**src/pkg/ssdm_pkg.sv**
```systemverilog
/*
 * constants shared by the severely errored frame monitor and its framing
 * byte checker: framing pattern, frame counts, register map and bit layout.
 * assumes one 8-bit register per aligned 32-bit Avalon word.
 */
// Behaviour
// RULE1 - SEF is declared after framing bytes fail in four frames in a row.
// RULE2 - declaring SEF sets bit 1 of the defect status register.
// RULE3 - a declared SEF clears after two frames in a row with clean framing.
// RULE4 - clearing SEF returns bit 1 of the defect status register to zero.
// RULE5 - each SEF change sets interrupt status bit 1 and pulls INT_N low; the code pulls INT_N low only while mask bit 1 is set.
// RULE6 - defect status is read-only, bits 0..7 LOS SEF LOF SD SF K1K2 S1 RDI.
// RULE7 - interrupt status holds LOS SEF LOF B1 B2 REI SD SF, clear on read.
// RULE8 - a read clears interrupt status; INT_N releases when none is set.
package ssdm_pkg;

	// ==================================================================
	// framing pattern
	localparam logic [7:0] FRAMING_A1       = 8'hf6;
	localparam logic [7:0] FRAMING_A2       = 8'h28;
	localparam logic [2:0] A1_BYTES         = 3'h3;
	localparam logic [2:0] FRAMING_BYTES    = 3'h6;

	// ==================================================================
	// declaration and clearance counts, in frames
	localparam logic [2:0] SEF_DECLARE_FRAMES = 3'h4;
	localparam logic [1:0] SEF_CLEAR_FRAMES   = 2'h2;

	// ==================================================================
	// register map: index, byte address is four times the index
	localparam logic [13:0] IDX_DEFECT_STATUS = 14'h1107;
	localparam logic [13:0] IDX_INT_STATUS    = 14'h110b;
	localparam logic [13:0] IDX_INT_MASK      = 14'h110f;
	localparam logic [15:0] ADDR_DEFECT_STATUS = {IDX_DEFECT_STATUS, 2'h0};
	localparam logic [15:0] ADDR_INT_STATUS    = {IDX_INT_STATUS, 2'h0};
	localparam logic [15:0] ADDR_INT_MASK      = {IDX_INT_MASK, 2'h0};

	// ==================================================================
	// field positions and reset values
	localparam int         BIT_SEF            = 1;
	localparam logic [7:0] RST_INT_STATUS     = 8'h00;
	localparam logic [7:0] RST_INT_MASK       = 8'hff;

	typedef enum logic [0:0] {
		ST_IN_FRAME,
		ST_SEF
	} ssdm_state_t;

endpackage

```
**src/ssdm_frame_check.sv**
```systemverilog
/*
 * checks the three A1 and three A2 bytes at the head of each frame and
 * gives one verdict pulse for each frame whose six framing bytes all arrive.
 * assumes frame_start marks the first A1 byte, on the block's own clock.
 */
`timescale 1ns/10ps
module ssdm_frame_check import ssdm_pkg::*; (
	// clock and reset
	input  wire logic       clk,
	input  wire logic       rst,
	// received bytes
	input  wire logic       frame_start,
	input  wire logic       byte_valid,
	input  wire logic [7:0] byte_data,
	// per-frame verdict
	output logic            frame_done,
	output logic            frame_err
);

	logic [2:0] pos_q, pos_d;
	logic       acc_q, acc_d;
	logic       done_q, done_d;
	logic       err_q, err_d;
	logic [7:0] expect_byte;
	logic       miss;

	// ==================================================================
	// byte position and running mismatch
	always_comb begin
		pos_d  = pos_q;
		acc_d  = acc_q;
		done_d = 1'b0;
		err_d  = err_q;
		expect_byte = (pos_q < A1_BYTES) ? FRAMING_A1 : FRAMING_A2;
		miss = byte_data != expect_byte;
		// a new start restarts the check; a cut frame is simply dropped
		if (byte_valid && frame_start) begin
			pos_d = 3'h1;
			acc_d = byte_data != FRAMING_A1;
		end else if (byte_valid && pos_q != 3'h0) begin
			if (pos_q == FRAMING_BYTES - 3'h1) begin
				pos_d  = 3'h0;
				done_d = 1'b1;
				err_d  = acc_q | miss;
			end else begin
				pos_d = pos_q + 3'h1;
				acc_d = acc_q | miss;
			end
		end
	end

	always_ff @(posedge clk) begin
		if (rst) begin
			pos_q  <= 3'h0;
			acc_q  <= 1'b0;
			done_q <= 1'b0;
			err_q  <= 1'b0;
		end else begin
			pos_q  <= pos_d;
			acc_q  <= acc_d;
			done_q <= done_d;
			err_q  <= err_d;
		end
	end

	assign frame_done = done_q;
	assign frame_err  = err_q;

endmodule

```
**src/ssdm_sef_monitor.sv**
```systemverilog
/*
 * severely errored frame monitor with its defect status, interrupt
 * status and interrupt mask registers on an Avalon-MM slave.
 * assumes the byte stream and sibling defect/event lines run on CLOCK.
 */
`timescale 1ns/10ps
module ssdm_sef_monitor import ssdm_pkg::*; (
	// clock and reset
	input  wire logic        CLOCK,
	input  wire logic        RESET,
	// received STS-3 byte stream
	input  wire logic        RX_FRAME_START,
	input  wire logic        RX_BYTE_VALID,
	input  wire logic [7:0]  RX_BYTE,
	// sibling monitors: defect levels and one-cycle event pulses
	input  wire logic [7:0]  LINE_DEFECTS,
	input  wire logic [7:0]  LINE_EVENTS,
	// Avalon-MM slave
	input  wire logic [15:0] AVS_ADDRESS,
	input  wire logic        AVS_READ,
	input  wire logic        AVS_WRITE,
	input  wire logic [31:0] AVS_WRITEDATA,
	input  wire logic [3:0]  AVS_BYTEENABLE,
	output logic [31:0]      AVS_READDATA,
	output logic             AVS_WAITREQUEST,
	// defect and interrupt
	output logic             SEF_DEFECT,
	output logic             INT_N
);

	logic        frame_done;
	logic        frame_err;
	ssdm_state_t state_q, state_d;
	logic [2:0]  bad_cnt_q, bad_cnt_d;
	logic [1:0]  good_cnt_q, good_cnt_d;
	logic        sef_change;
	logic        sef;
	logic [7:0]  defect_status;

	// ==================================================================
	// framing byte checker
	ssdm_frame_check u_check (
		.clk         (CLOCK),
		.rst         (RESET),
		.frame_start (RX_FRAME_START),
		.byte_valid  (RX_BYTE_VALID),
		.byte_data   (RX_BYTE),
		.frame_done  (frame_done),
		.frame_err   (frame_err)
	);

	// ==================================================================
	// declaration and clearance
	always_comb begin
		state_d    = state_q;
		bad_cnt_d  = bad_cnt_q;
		good_cnt_d = good_cnt_q;
		sef_change = 1'b0;
		if (frame_done) begin
			unique case (state_q)
			ST_IN_FRAME: begin
				good_cnt_d = 2'h0;
				if (!frame_err) begin
					bad_cnt_d = 3'h0;
				end else if (bad_cnt_q == SEF_DECLARE_FRAMES - 3'h1) begin
					state_d    = ST_SEF; // RULE1
					bad_cnt_d  = 3'h0;
					sef_change = 1'b1;
				end else begin
					bad_cnt_d = bad_cnt_q + 3'h1;
				end
			end
			ST_SEF: begin
				bad_cnt_d = 3'h0;
				// one bad frame restarts the clean run
				if (frame_err) begin
					good_cnt_d = 2'h0;
				end else if (good_cnt_q == SEF_CLEAR_FRAMES - 2'h1) begin
					state_d    = ST_IN_FRAME; // RULE3
					good_cnt_d = 2'h0;
					sef_change = 1'b1;
				end else begin
					good_cnt_d = good_cnt_q + 2'h1;
				end
			end
			endcase
		end
	end

	always_ff @(posedge CLOCK) begin
		if (RESET) begin
			state_q    <= ST_IN_FRAME;
			bad_cnt_q  <= 3'h0;
			good_cnt_q <= 2'h0;
		end else begin
			state_q    <= state_d;
			bad_cnt_q  <= bad_cnt_d;
			good_cnt_q <= good_cnt_d;
		end
	end

	assign sef = state_q == ST_SEF;
	assign SEF_DEFECT = sef;

	// status is composed live; there is nothing software can write here
	always_comb begin
		defect_status = LINE_DEFECTS; // RULE6
		defect_status[BIT_SEF] = sef; // RULE2 RULE4
	end

	// ==================================================================
	// register slave and interrupt
	logic        ack_q, ack_d;
	logic [31:0] rdata_q, rdata_d;
	logic [7:0]  ist_q, ist_d;
	logic [7:0]  mask_q, mask_d;
	logic [7:0]  events;
	logic        hit_ist;
	logic        lane0;

	assign events  = {LINE_EVENTS[7:2], sef_change, LINE_EVENTS[0]};
	assign hit_ist = AVS_ADDRESS == ADDR_INT_STATUS;
	assign lane0   = AVS_WRITE && AVS_BYTEENABLE[0];
	// one wait state for every access keeps read data registered
	assign AVS_WAITREQUEST = (AVS_READ || AVS_WRITE) && !ack_q;

	always_comb begin
		ack_d   = (AVS_READ || AVS_WRITE) && !ack_q;
		rdata_d = rdata_q;
		mask_d  = mask_q;
		ist_d   = ist_q;
		if (ack_d && AVS_READ) begin
			unique case (AVS_ADDRESS)
			ADDR_DEFECT_STATUS: rdata_d = {24'h0, defect_status};
			ADDR_INT_STATUS:    rdata_d = {24'h0, ist_q};
			ADDR_INT_MASK:      rdata_d = {24'h0, mask_q};
			default:            rdata_d = 32'h0;
			endcase
		end
		// only the bits the master actually saw are cleared
		if (ack_q && AVS_READ && hit_ist)
			ist_d = ist_q & ~rdata_q[7:0]; // RULE7 RULE8
		if (ack_q && lane0 && hit_ist)
			ist_d = ist_q & ~AVS_WRITEDATA[7:0];
		if (ack_q && lane0 && AVS_ADDRESS == ADDR_INT_MASK)
			mask_d = AVS_WRITEDATA[7:0];
		// a new event wins over a clear in the same cycle
		ist_d = ist_d | events; // RULE5 RULE7
	end

	always_ff @(posedge CLOCK) begin
		if (RESET) begin
			ack_q   <= 1'b0;
			rdata_q <= 32'h0;
			ist_q   <= RST_INT_STATUS;
			mask_q  <= RST_INT_MASK;
		end else begin
			ack_q   <= ack_d;
			rdata_q <= rdata_d;
			ist_q   <= ist_d;
			mask_q  <= mask_d;
		end
	end

	assign AVS_READDATA = rdata_q;
	assign INT_N = !(|(ist_q & mask_q)); // RULE5 RULE8

	// ==================================================================
	// assertions
	property p_declare;
		@(posedge CLOCK) disable iff (RESET)
		(state_q == ST_IN_FRAME && frame_done && frame_err &&
		 bad_cnt_q == 3'h3) |=> sef;
	endproperty
	a_declare: assert property (p_declare) // RULE1
		else $error("sef not declared on fourth bad frame");

	property p_no_early;
		@(posedge CLOCK) disable iff (RESET)
		$rose(sef) |-> $past(bad_cnt_q) == 3'h3 && $past(frame_err);
	endproperty
	a_no_early: assert property (p_no_early) // RULE1
		else $error("sef declared without four bad frames");

	property p_status_read;
		@(posedge CLOCK) disable iff (RESET)
		(AVS_READ && !ack_q && AVS_ADDRESS == ADDR_DEFECT_STATUS) |=>
		AVS_READDATA[BIT_SEF] == $past(sef) &&
		AVS_READDATA[7:2] == $past(LINE_DEFECTS[7:2]) &&
		AVS_READDATA[31:8] == 24'h0;
	endproperty
	a_status_read: assert property (p_status_read) // RULE2 RULE4 RULE6
		else $error("defect status read wrong");

	property p_clear;
		@(posedge CLOCK) disable iff (RESET)
		(sef && frame_done && !frame_err && good_cnt_q == 2'h1) |=> !sef;
	endproperty
	a_clear: assert property (p_clear) // RULE3
		else $error("sef not cleared on second clean frame");

	property p_hold;
		@(posedge CLOCK) disable iff (RESET)
		(sef && frame_done && frame_err) |=> sef ##1 (good_cnt_q == 2'h0);
	endproperty
	a_hold: assert property (p_hold) // RULE3
		else $error("sef left on a bad frame");

	property p_change_irq;
		@(posedge CLOCK) disable iff (RESET)
		$changed(sef) |-> ist_q[BIT_SEF] && (INT_N == !mask_q[BIT_SEF] ||
		 !INT_N);
	endproperty
	a_change_irq: assert property (p_change_irq) // RULE5
		else $error("sef change did not raise interrupt");

	property p_event;
		@(posedge CLOCK) disable iff (RESET)
		(LINE_EVENTS[7] && mask_q[7]) |=> ist_q[7] && !INT_N;
	endproperty
	a_event: assert property (p_event) // RULE7
		else $error("event not latched");

	property p_read_clear;
		@(posedge CLOCK) disable iff (RESET)
		(AVS_READ && ack_q && hit_ist && events == 8'h0) |=>
		(ist_q & $past(rdata_q[7:0])) == 8'h0;
	endproperty
	a_read_clear: assert property (p_read_clear) // RULE8
		else $error("interrupt status not cleared by read");

	property p_release;
		@(posedge CLOCK) disable iff (RESET)
		(ist_q & mask_q) == 8'h0 |-> INT_N;
	endproperty
	a_release: assert property (p_release) // RULE8
		else $error("interrupt held with nothing pending");

	property p_answer;
		@(posedge CLOCK) disable iff (RESET)
		(AVS_READ || AVS_WRITE) |-> ##[0:1] !AVS_WAITREQUEST;
	endproperty
	a_answer: assert property (p_answer)
		else $error("slave did not answer in one wait state");

	c_declare: cover property (@(posedge CLOCK) disable iff (RESET)
		$rose(sef));
	c_clear: cover property (@(posedge CLOCK) disable iff (RESET)
		$fell(sef));
	c_clear_race: cover property (@(posedge CLOCK) disable iff (RESET)
		AVS_READ && ack_q && hit_ist && sef_change);
	c_restart: cover property (@(posedge CLOCK) disable iff (RESET)
		sef && frame_done && frame_err && good_cnt_q == 2'h1);

endmodule

```
**config.mk**
```make
export PLATFORM = sky130hd
export DESIGN_NAME = ssdm_sef_monitor
export DESIGN_NICKNAME = d
export VERILOG_FILES = /design/src/pkg/ssdm_pkg.sv /design/src/ssdm_frame_check.sv /design/src/ssdm_sef_monitor.sv
export SDC_FILE = /design/constraint.sdc
export NUM_CORES = 1
export LEC_CHECK = 0
export BUFFER_PORTS_ARGS = -buffer_cell sky130_fd_sc_hd__buf_4
export CELL_PAD_IN_SITES_DETAIL_PLACEMENT = 1
export CELL_PAD_IN_SITES_GLOBAL_PLACEMENT = 2
export CORE_ASPECT_RATIO = 1.1
export CORE_UTILIZATION = 22
export DETAILED_ROUTE_END_ITERATION = 16
export PLACE_DENSITY_LB_ADDON = 0.05
export SYNTH_ARGS = -nofsm -noshare
export SYNTH_HDL_FRONTEND = slang
export SYNTH_SLANG_ARGS = --single-unit
```
**constraint.sdc**
```tcl
create_clock -name CLOCK -period 1.88 [get_ports CLOCK]
set_input_delay 0.376 -clock CLOCK [delete_from_list [all_inputs] [get_ports CLOCK]]
set_output_delay 0.376 -clock CLOCK [all_outputs]
set_load 0.05 [all_outputs]
```
==> results of run 1 <==
## power by group
group	switching (mW)	internal [mW]	leakage, nW
clock	0.286	0.291	0.0443
sequential	0.0168	0.800	0.301
combinational	0.215	0.134	0.852
## critical path: stages
cell and delay (ns):
buf_4 0.11, or4b_1 0.52, or4_4 0.44, a2111oi_4 0.35
a211oi_1 0.12
## registers in the layout (all words and copies together) (netlist names)
name and count:
SEF_DEFECT 1, u_check.pos_q 3, mask_q 8, AVS_READDATA 8, u_check.acc_q 1, good_cnt_q 2
u_check.frame_done 1, bad_cnt_q 3, ist_q 8, u_check.frame_err 1, ack_q 1
## cell families (layout without fill, tap and decap cells)
| family | after synthesis | in the layout |
|---|---|---|
| xor gates and xnor gates | 1 | 1 |
| DFF | 37 | 37 |
| buffers and inverters | 49 | 95 |
| AOI/OAI and AO/OA | 61 | 61 |
| adders and majority gates | 1 | 1 |
| muxes | 10 | 10 |
| and+or+nand+nor | 93 | 93 |
| other | 1 | 24 |
## final cells by class
class | count | area [µm²] | share of cell area [%]
Clock buffer | 7 | 86.3 | 3.04
Inverter | 10 | 37.5 | 1.32
Multi-Input combinational cell | 190 | 1230 | 43.4
Sequential cell | 37 | 741 | 26.1
Tap cell | 117 | 146 | 5.15
Timing Repair Buffer | 78 | 598 | 21.0
## layer usage
metal  up-vias  GRT usage (%)  wire (µm)
met3         6           2.31        308
met4         0           4.10         84
li1       1028              -          -
met2        43           24.5       3490
met1      1006           17.0       2940
met5         -              0          0
## layout by cell type, fill, tap and decap left out, types with 6 or more instances in the layout
cell       n
o31ai_1    9
a221oi_1   8
nand3_1   26
mux2_2     7
clkbuf_8   6
conb_1    24
inv_1      9
a22o_1     8
buf_4     77
o21ai_0   11
nor2_1    20
a22oi_1    6
a32oi_1    8
nor2b_1    9
dfxtp_1   37
nand2_1    6
## worst paths after layout
kind         cells past startpoint  slack (ns)                       endpoint                           from
max                              5        0.14     u_check.acc_q$_SDFFE_PP0P_                     RX_BYTE[1]
min                              2        0.30  u_check.pos_q[0]$_SDFFE_PP0P_                  RX_BYTE_VALID
min reg2reg                      1        0.46     good_cnt_q[1]$_SDFFE_PP0P_     good_cnt_q[1]$_SDFFE_PP0P_
max reg2reg                      4        0.26     u_check.acc_q$_SDFFE_PP0P_  u_check.pos_q[0]$_SDFFE_PP0P_
==> impl_metrics.py, run 1 <==
metrics = {
    "clock_network": {
        "cts_tree": "yes",
        "post_cts_buffers": 0,
        "cts-htree-levels": 2,
        "root_buffer": "clkbuf_8",
        "clk_pin_slew_ns": 0.07,
        "ctsHoldBuffers": 0,
        "ctsResizeCount": 0,
        "clk_latency_ns": 0.29,
        "cts_buffers": 5,
        "clockBufferDepth": 2,
        "cts_sinks": 37,
    },
    "layout": {
        "fin_nets": 405,
        "utilization_pct": 30.1,
        "syn_to_final_growth_pct": 31.7,
        "antenna_cells": 0,
        "drive_above_1_share_pct": 29.8,
        "final_area_mm2": 0.00284,
        "layout.cells.non_filler": 439,
        "fillers": 1169,
    },
    "sta": {
        "post-route-period-util_pct": 92.5,
        "slew_violations": 0,
        "hold_viol": 0,
        "fin_crit_ns": 1.74,
        "layout_setup_ws_ns": 0.142,
        "tns_ns": 0,
        "rsz0062_at_grt": "false",
        "whs_ns": 0.300,
        "fmax_mhz": 575,
        "clock_skew_ns": 0.00318,
        "setup_viol": 0,
    },
    "placement": {
        "placed_cells": 432,
        "hpwl_um": 5150,
        "pre_cts_slack_ns": -0.193,
        "place_congestion": 0.694,
        "port_buffers": 63,
        "postPlaceCellArea_mm2": 0.00276,
    },
    "yosys": {
        "synth-compound-area-share_pct": 21.9,
        "yosysMostFrequentCell": "dfxtp_1",
        "synth_cell_types": 44,
        "synth_mux_area_share_pct": 5.10,
        "synthTopCellsByCount": "dfxtp_1, nand3_1, buf_4",
        "ys_seq_area_share_pct": 34.3,
        "synth_top_family_by_area": "simple AND/OR/NAND/NOR gates",
        "synth_top_area_share_pct": 34.3,
        "synth_top_area_cell": "dfxtp_1",
        "synth_edf_count": 0,
        "synth_top_flop_cell": "dfxtp_1",
        "synthSimpleGateAreaFrac_pct": 24.7,
        "synth_adder_area_share_pct": 0.580,
        "synthArstFlopShare_pct": 0,
        "ys_seq_elements": 37,
        "netlist_area_mm2": 0.00216,
        "ys_warn_count": 0,
        "synth.avg_cell_area_um2": 8.53,
        "synthTopCellsByArea": "dfxtp_1, buf_4, nand3_1",
        "synthCells": 253,
        "synth_xor_area_share_pct": 0.406,
    },
    "floorplan": {
        "start_util_pct": 22.8,
        "fp-row-count": 37,
        "core-area_mm2": 0.00944,
        "io_pins": 117,
        "dieArea_mm2": 0.0102,
        "die_x_um": 96.4,
        "die_h_um": 106,
    },
    "grt": {
        "overflow": 0,
        "grt_pass1_vias": 2107,
        "grt_usage_pct": 13.9,
        "antenna_found_initial": 0,
        "grt_pass1_wl_um": 10500,
        "grt_max_degree": 27,
    },
    "power_and_ir_drop": {
        "power_density_mw_per_mm2": 613,
        "peakVddDrop_mv": 0.231,
        "cellLeakagePower_nw": 1.20,
        "power.total_mw": 1.74,
    },
    "setup_path": {
        "cp-end-kind": "flop",
        "critical_path.max_fanout": 2,
        "critical_path.startpoint_type": "primary input",
        "worstSetupPathType": "primary input to flop",
        "cp.arrival_ns": 1.90,
        "cp.required_ns": 2.05,
    },
    "detailed_routing": {
        "routed_via_density": 4.74,
        "ant_nets": 0,
        "drt_iter0_markers": 68,
        "drt-total-wl_um": 6820,
        "vias": 2083,
        "drc": 0,
        "drt_pass1_iterations": 4,
        "routedWlPerCell_um": 15.5,
    },
    "hold_path": {
        "hp-class": "primary input to flop",
    },
    "job": {
        "cap_violations": 0,
    },
    "run_status": {
        "status": "completed",
    },
}
Note: power is estimated with default switching activity, not from simulation.
==> inputs of run 2 (changes only) <==
--- a/config.mk
+++ b/config.mk
@@ -9,9 +9,11 @@
 export CELL_PAD_IN_SITES_DETAIL_PLACEMENT = 1
 export CELL_PAD_IN_SITES_GLOBAL_PLACEMENT = 2
 export CORE_ASPECT_RATIO = 1.1
+export CORE_MARGIN = 2
 export CORE_UTILIZATION = 22
 export DETAILED_ROUTE_END_ITERATION = 16
 export PLACE_DENSITY_LB_ADDON = 0.05
 export SYNTH_ARGS = -nofsm -noshare
 export SYNTH_HDL_FRONTEND = slang
+export SYNTH_HIERARCHICAL = 1
 export SYNTH_SLANG_ARGS = --single-unit
==> run 2 against run 1 <==
Net effect: hold slack improved by 0.018 ns; sequential share of layout area decreased by 0.20 points; first-iteration DRC count decreased by 37%; clock power is 7.6% higher; die area increased by 5.8%; critical path depth decreased by 2; final cell count is 1.6% higher; routed wire length increased by 7.5%; synthesized cell count rose by 0.40%; via count grew 2.6%.
==> impl_metrics.py, run 2 <==
metrics = {
    "setup_path": {
        "rr_startpoint": "u_check/pos_q[1]$_SDFFE_PP0P_",
        "reg2reg_depth": 4,
        "timing.rr.end": "u_check/frame_err$_SDFFE_PP0P_",
        "critical_path.max_fanout": 3,
        "critical-path-top-delay-family": "flip-flops",
        "cp.arrival_ns": 1.29,
        "slowest_delay_ns": 0.33,
        "cp.required_ns": 1.50,
        "ff2ff_setup_slack_ns": 0.60,
        "crit_chain": "a22oi_1, and4_1, buf_4",
        "crit_path_top_delay_cell": "dfxtp_1",
        "cp-end-kind": "primary output",
        "worstSetupPathType": "flop to primary output",
        "critical_path.startpoint_type": "flop",
        "crit_buf_inv": 1,
    },
    "clock_network": {
        "cts_tree": "yes",
        "cts_buffers": 5,
        "clockBufferDepth": 2,
        "ctsHoldBuffers": 0,
        "root_buffer": "clkbuf_8",
        "clk_pin_slew_ns": 0.08,
        "cts_sinks": 37,
        "post_cts_buffers": 0,
        "clk_latency_ns": 0.29,
        "ctsResizeCount": 0,
        "cts-htree-levels": 2,
    },
    "hold_path": {
        "holdPathEnd": "mask_q[7]$_SDFFE_PP1P_",
        "hold_depth": 3,
        "hp-class": "primary input to flop",
        "hp-start": "AVS_WRITEDATA[7]",
    },
    "yosys": {
        "synthArstFlopShare_pct": 0,
        "synth_cell_types": 50,
        "synth.avg_cell_area_um2": 8.65,
        "yosysMostFrequentCell": "dfxtp_1",
        "synthTopCellsByArea": "dfxtp_1, buf_4, nand3_1",
        "synth_top_area_cell": "dfxtp_1",
        "synth_top_area_share_pct": 33.7,
        "ys_seq_area_share_pct": 33.7,
        "synth_edf_count": 0,
        "synthCells": 254,
        "synth_top_flop_cell": "dfxtp_1",
        "ys_warn_count": 6,
        "synthTopCellsByCount": "dfxtp_1, buf_4, nor2_1",
        "netlist_area_mm2": 0.00220,
        "ys_seq_elements": 37,
    },
    "power_and_ir_drop": {
        "peakVddDrop_mv": 0.260,
        "power.total_mw": 1.81,
        "power_density_mw_per_mm2": 631,
        "cellLeakagePower_nw": 1.19,
    },
    "placement": {
        "place_congestion": 0.688,
        "placed_cells": 438,
        "hpwl_um": 5470,
        "port_buffers": 63,
    },
    "floorplan": {
        "io_pins": 117,
        "fp-row-count": 38,
        "core-area_mm2": 0.00979,
        "die_h_um": 109,
        "die_x_um": 99.3,
        "dieArea_mm2": 0.0108,
        "start_util_pct": 22.4,
    },
    "sta": {
        "fin_crit_ns": 1.66,
        "setup_viol": 0,
        "tns_ns": 0,
        "fmax_mhz": 602,
        "slew_violations": 0,
        "hold_viol": 0,
        "post-route-period-util_pct": 88.4,
        "rsz0062_at_grt": "false",
        "whs_ns": 0.318,
        "clock_skew_ns": 0.00692,
    },
    "layout": {
        "drive_above_1_share_pct": 30.7,
        "mostFrequentLayoutCell": "buf_4",
        "multi_input_area_mm2": 0.00124,
        "register_area_um2": 741,
        "layout_common_cells": "buf_4, dfxtp_1, conb_1",
        "syn_to_final_growth_pct": 30.4,
        "layout.cells.non_filler": 446,
        "antenna_cells": 0,
        "fillers": 1198,
        "fin_nets": 408,
    },
    "detailed_routing": {
        "drc": 0,
        "drt-total-wl_um": 7330,
        "drt_iter0_markers": 43,
        "routed_via_density": 4.79,
        "vias": 2138,
        "drt_pass1_iterations": 4,
        "ant_nets": 0,
        "routedWlPerCell_um": 16.4,
    },
    "grt": {
        "overflow": 0,
        "grt_max_degree": 28,
        "grt_usage_pct": 14.0,
        "grt_pass1_vias": 2256,
        "grt_pass1_wl_um": 11600,
        "antenna_found_initial": 0,
    },
    "job": {
        "cap_violations": 0,
    },
    "run_status": {
        "status": "completed",
    },
}
-- run 2: logic make-up after synthesis --
family | after synthesis | synth area share [%]
adder cells (fa/ha/maj) | 1 | 0.570
multiplexers | 8 | 4.10
AO/OA/AOI/OAI | 63 | 21.4
flip-flops | 37 | 33.7
other | 1 | 0.171
buffers and inverters | 49 | 13.8
XOR/XNOR | 1 | 0.399
AND/OR/NAND/NOR | 94 | 25.8
-- run 2: worst max path at each step --
| stage | start | end | slack [ns] | cells after the start |
|---|---|---|---|---|
| after global placement | AVS_ADDRESS[13] | ist_q[2]$_SDFF_PP0_ | 0.08 | 5 |
| after floorplan | ack_q$_SDFF_PP0_ | AVS_WAITREQUEST | 0.34 | 2 |
| final | ist_q[6]$_SDFF_PP0_ | INT_N | 0.22 | 3 |
| after CTS | ist_q[6]$_SDFF_PP0_ | INT_N | 0.18 | 3 |
| after global routing | ist_q[4]$_SDFF_PP0_ | INT_N | 0.15 | 3 |
| after detailed placement | AVS_ADDRESS[13] | ist_q[2]$_SDFF_PP0_ | 0.09 | 5 |
-- run 2: power breakdown --
group | total, mW | leakage, nW | internal [mW] | switching (mW)
sequential | 0.814 | 0.301 | 0.800 | 0.0145
clock | 0.621 | 0.0512 | 0.298 | 0.323
combinational | 0.372 | 0.838 | 0.141 | 0.232
total | 1.81 | 1.19 | 1.24 | 0.568
-- run 2: area by class of cell --
class | instances | area share, %
multi-input combinational | 191 | 43.2
sequential | 37 | 25.9
timing repair buffer | 77 | 20.6
tap | 120 | 5.24
clock buffer | 6 | 2.88
inverter | 13 | 1.70
clock inverter | 2 | 0.481
-- run 2: worst register-to-register path, cell delays in order (launching register included) --
cell      delay (ns)
dfxtp_1         0.35
nor2_1          0.18
nand4_1         0.19
nor4b_1         0.33
a211oi_1        0.11
-- run 2: through the flow --
step,utilization [%],worst slack (ns),area [µm²]
finish,29.2,0.219,2860
global route,29.2,0.146,2860
CTS,29.2,0.176,2860
detailed placement,28.3,0.0895,2770
global placement,28.3,0.0827,2770
floorplan,-,0.344,2280
-- run 2: metal layers --
layer,track usage [%],share of wire (%),vias up
met5,0,0,-
met3,3.33,5.6,4
li1,-,-,1052
met4,2.94,0.65,0
met2,24.5,49,53
met1,17.6,45,1029
==> inputs of run 3 (changes only) <==
--- a/config.mk
+++ b/config.mk
@@ -5,14 +5,14 @@
 export SDC_FILE = /design/constraint.sdc
 export NUM_CORES = 1
 export LEC_CHECK = 0
-export BUFFER_PORTS_ARGS = -buffer_cell sky130_fd_sc_hd__buf_4
 export CELL_PAD_IN_SITES_DETAIL_PLACEMENT = 1
 export CELL_PAD_IN_SITES_GLOBAL_PLACEMENT = 2
 export CORE_ASPECT_RATIO = 1.1
 export CORE_MARGIN = 2
-export CORE_UTILIZATION = 22
+export CORE_UTILIZATION = 31
 export DETAILED_ROUTE_END_ITERATION = 16
-export PLACE_DENSITY_LB_ADDON = 0.05
+export DONT_BUFFER_PORTS = 1
+export PLACE_DENSITY = 0.83
 export SYNTH_ARGS = -nofsm -noshare
 export SYNTH_HDL_FRONTEND = slang
 export SYNTH_HIERARCHICAL = 1
==> run 3 against run 2 <==
Net effect: critical endpoint unchanged; critical path type unchanged; final cell count fell by 22%; flip-flop and latch count did not move; hold slack lost 0.16 ns; largest power group unchanged; register-to-register slack got worse by 0.17 ns.
==> impl_metrics.py, run 3 (same netlist as run 2, synthesis figures left out) <==
metrics = {
    "placement": {
        "place_congestion": 0.824,
        "port_buffers": 0,
        "placed_cells": 340,
        "postPlaceCellArea_mm2": 0.00224,
        "pre_cts_slack_ns": 0.172,
        "hpwl_um": 4660,
    },
    "detailed_routing": {
        "routed_via_density": 5.49,
        "vias": 1912,
        "drt-total-wl_um": 6010,
        "drt_pass1_iterations": 4,
        "ant_nets": 0,
        "routedWlPerCell_um": 17.3,
        "drt_iter0_markers": 51,
        "drc": 0,
    },
    "layout": {
        "fillers": 855,
        "antenna_cells": 0,
        "layout_common_cells": "dfxtp_1, conb_1, nor2_1",
        "fin_nets": 345,
        "final_area_mm2": 0.00232,
        "utilization_pct": 33.5,
        "mostFrequentLayoutCell": "dfxtp_1",
        "layout.cells.non_filler": 348,
        "drive_above_1_share_pct": 14.1,
        "syn_to_final_growth_pct": 5.76,
    },
    "power_and_ir_drop": {
        "cellLeakagePower_nw": 0.877,
        "peakVddDrop_mv": 0.316,
        "power_density_mw_per_mm2": 686,
        "power.total_mw": 1.59,
    },
    "grt": {
        "grt_pass1_vias": 2001,
        "grt_usage_pct": 15.7,
        "overflow": 0,
        "grt_max_degree": 29,
        "antenna_found_initial": 0,
        "grt_pass1_wl_um": 9740,
    },
    "sta": {
        "rsz0062_at_grt": "false",
        "setup_viol": 0,
        "whs_ns": 0.156,
        "post-route-period-util_pct": 88.2,
        "slew_violations": 0,
        "tns_ns": 0,
        "clock_skew_ns": 0.0102,
        "layout_setup_ws_ns": 0.221,
        "worst_slew_pin_slew_ns": 0.561,
        "fin_crit_ns": 1.66,
        "hold_viol": 0,
        "fmax_mhz": 603,
        "slew_headroom_pct": 62.5,
    },
    "clock_network": {
        "cts_buffers": 5,
        "clockBufferDepth": 2,
        "post_cts_buffers": 0,
        "cts_tree": "yes",
        "clk_pin_slew_ns": 0.07,
        "cts_sinks": 37,
        "cts-htree-levels": 2,
        "clk_latency_ns": 0.28,
        "root_buffer": "clkbuf_8",
    },
    "setup_path": {
        "worstSetupPathType": "flop to primary output",
        "crit_buf_inv": 0,
        "slowest_delay_ns": 0.45,
        "crit_path_top_delay_cell": "and4_2",
        "critical_path.max_fanout": 3,
        "cp.required_ns": 1.50,
        "crit_chain": "a22oi_1, and4_2",
        "critical_path.startpoint_type": "flop",
        "cp.arrival_ns": 1.28,
        "cp-end-kind": "primary output",
        "critical-path-top-delay-family": "simple AND/OR/NAND/NOR gates",
    },
    "floorplan": {
        "core-area_mm2": 0.00693,
        "start_util_pct": 31.7,
        "die_x_um": 84.2,
        "io_pins": 117,
        "die_h_um": 92.3,
        "fp-row-count": 32,
        "dieArea_mm2": 0.00777,
    },
    "job": {
        "cap_violations": 0,
    },
    "hold_path": {
        "hp-class": "primary input to flop",
    },
    "run_status": {
        "status": "completed",
    },
}
run 3: cell types whose count changed in the layout (fill, tap and decap cells not counted):
cell and delta:
buf_12 -1, and4_1 -1, clkbuf_8 -1, buf_4 -62, clkinv_2 +1, clkinv_4 -1, and4_2 +1, clkbuf_1 +1
run 3: routing by layer:
metal	vias to the layer above	wire length, µm	GRT usage, %
li1	915	-	-
met1	917	2390	18.2
met2	72	2940	27.3
met3	8	592	5.76
met4	0	85	3.90
met5	-	0	0
run 3: final cells by class:
cell class	instances	area (µm²)	share of cell area, %
repair buffers	14	105	4.53
inverters	13	48.8	2.10
flip-flops and latches	37	741	31.9
clock buffers	6	72.6	3.12
multi-input cells	191	1240	53.3
well taps	85	106	4.58
clock inverters	2	10.0	0.431
run 3: final timing paths:
kind	slack (ns)	start	end	cells past startpoint
max	0.22	mask_q[5]$_SDFFE_PP1P_	INT_N	2
min	0.16	RESET	u_check/acc_q$_SDFFE_PP0P_	1
max reg2reg	0.43	ack_q$_SDFF_PP0_	mask_q[1]$_SDFFE_PP1P_	4
min reg2reg	0.46	bad_cnt_q[1]$_SDFFE_PP0P_	bad_cnt_q[1]$_SDFFE_PP0P_	2
run 3: repair_timing:
action,in CTS,in global routing
gates resized for setup,0,1
endpoints found under the setup margin,0,1
hold buffers,0,0
run 3: where the power goes:
group | leakage (nW) | total (mW) | switching (mW) | internal [mW]
Clock | 0.0450 | 0.538 | 0.280 | 0.257
Combinational | 0.531 | 0.241 | 0.174 | 0.0669
Sequential | 0.301 | 0.815 | 0.0152 | 0.800
Total | 0.877 | 1.59 | 0.470 | 1.12
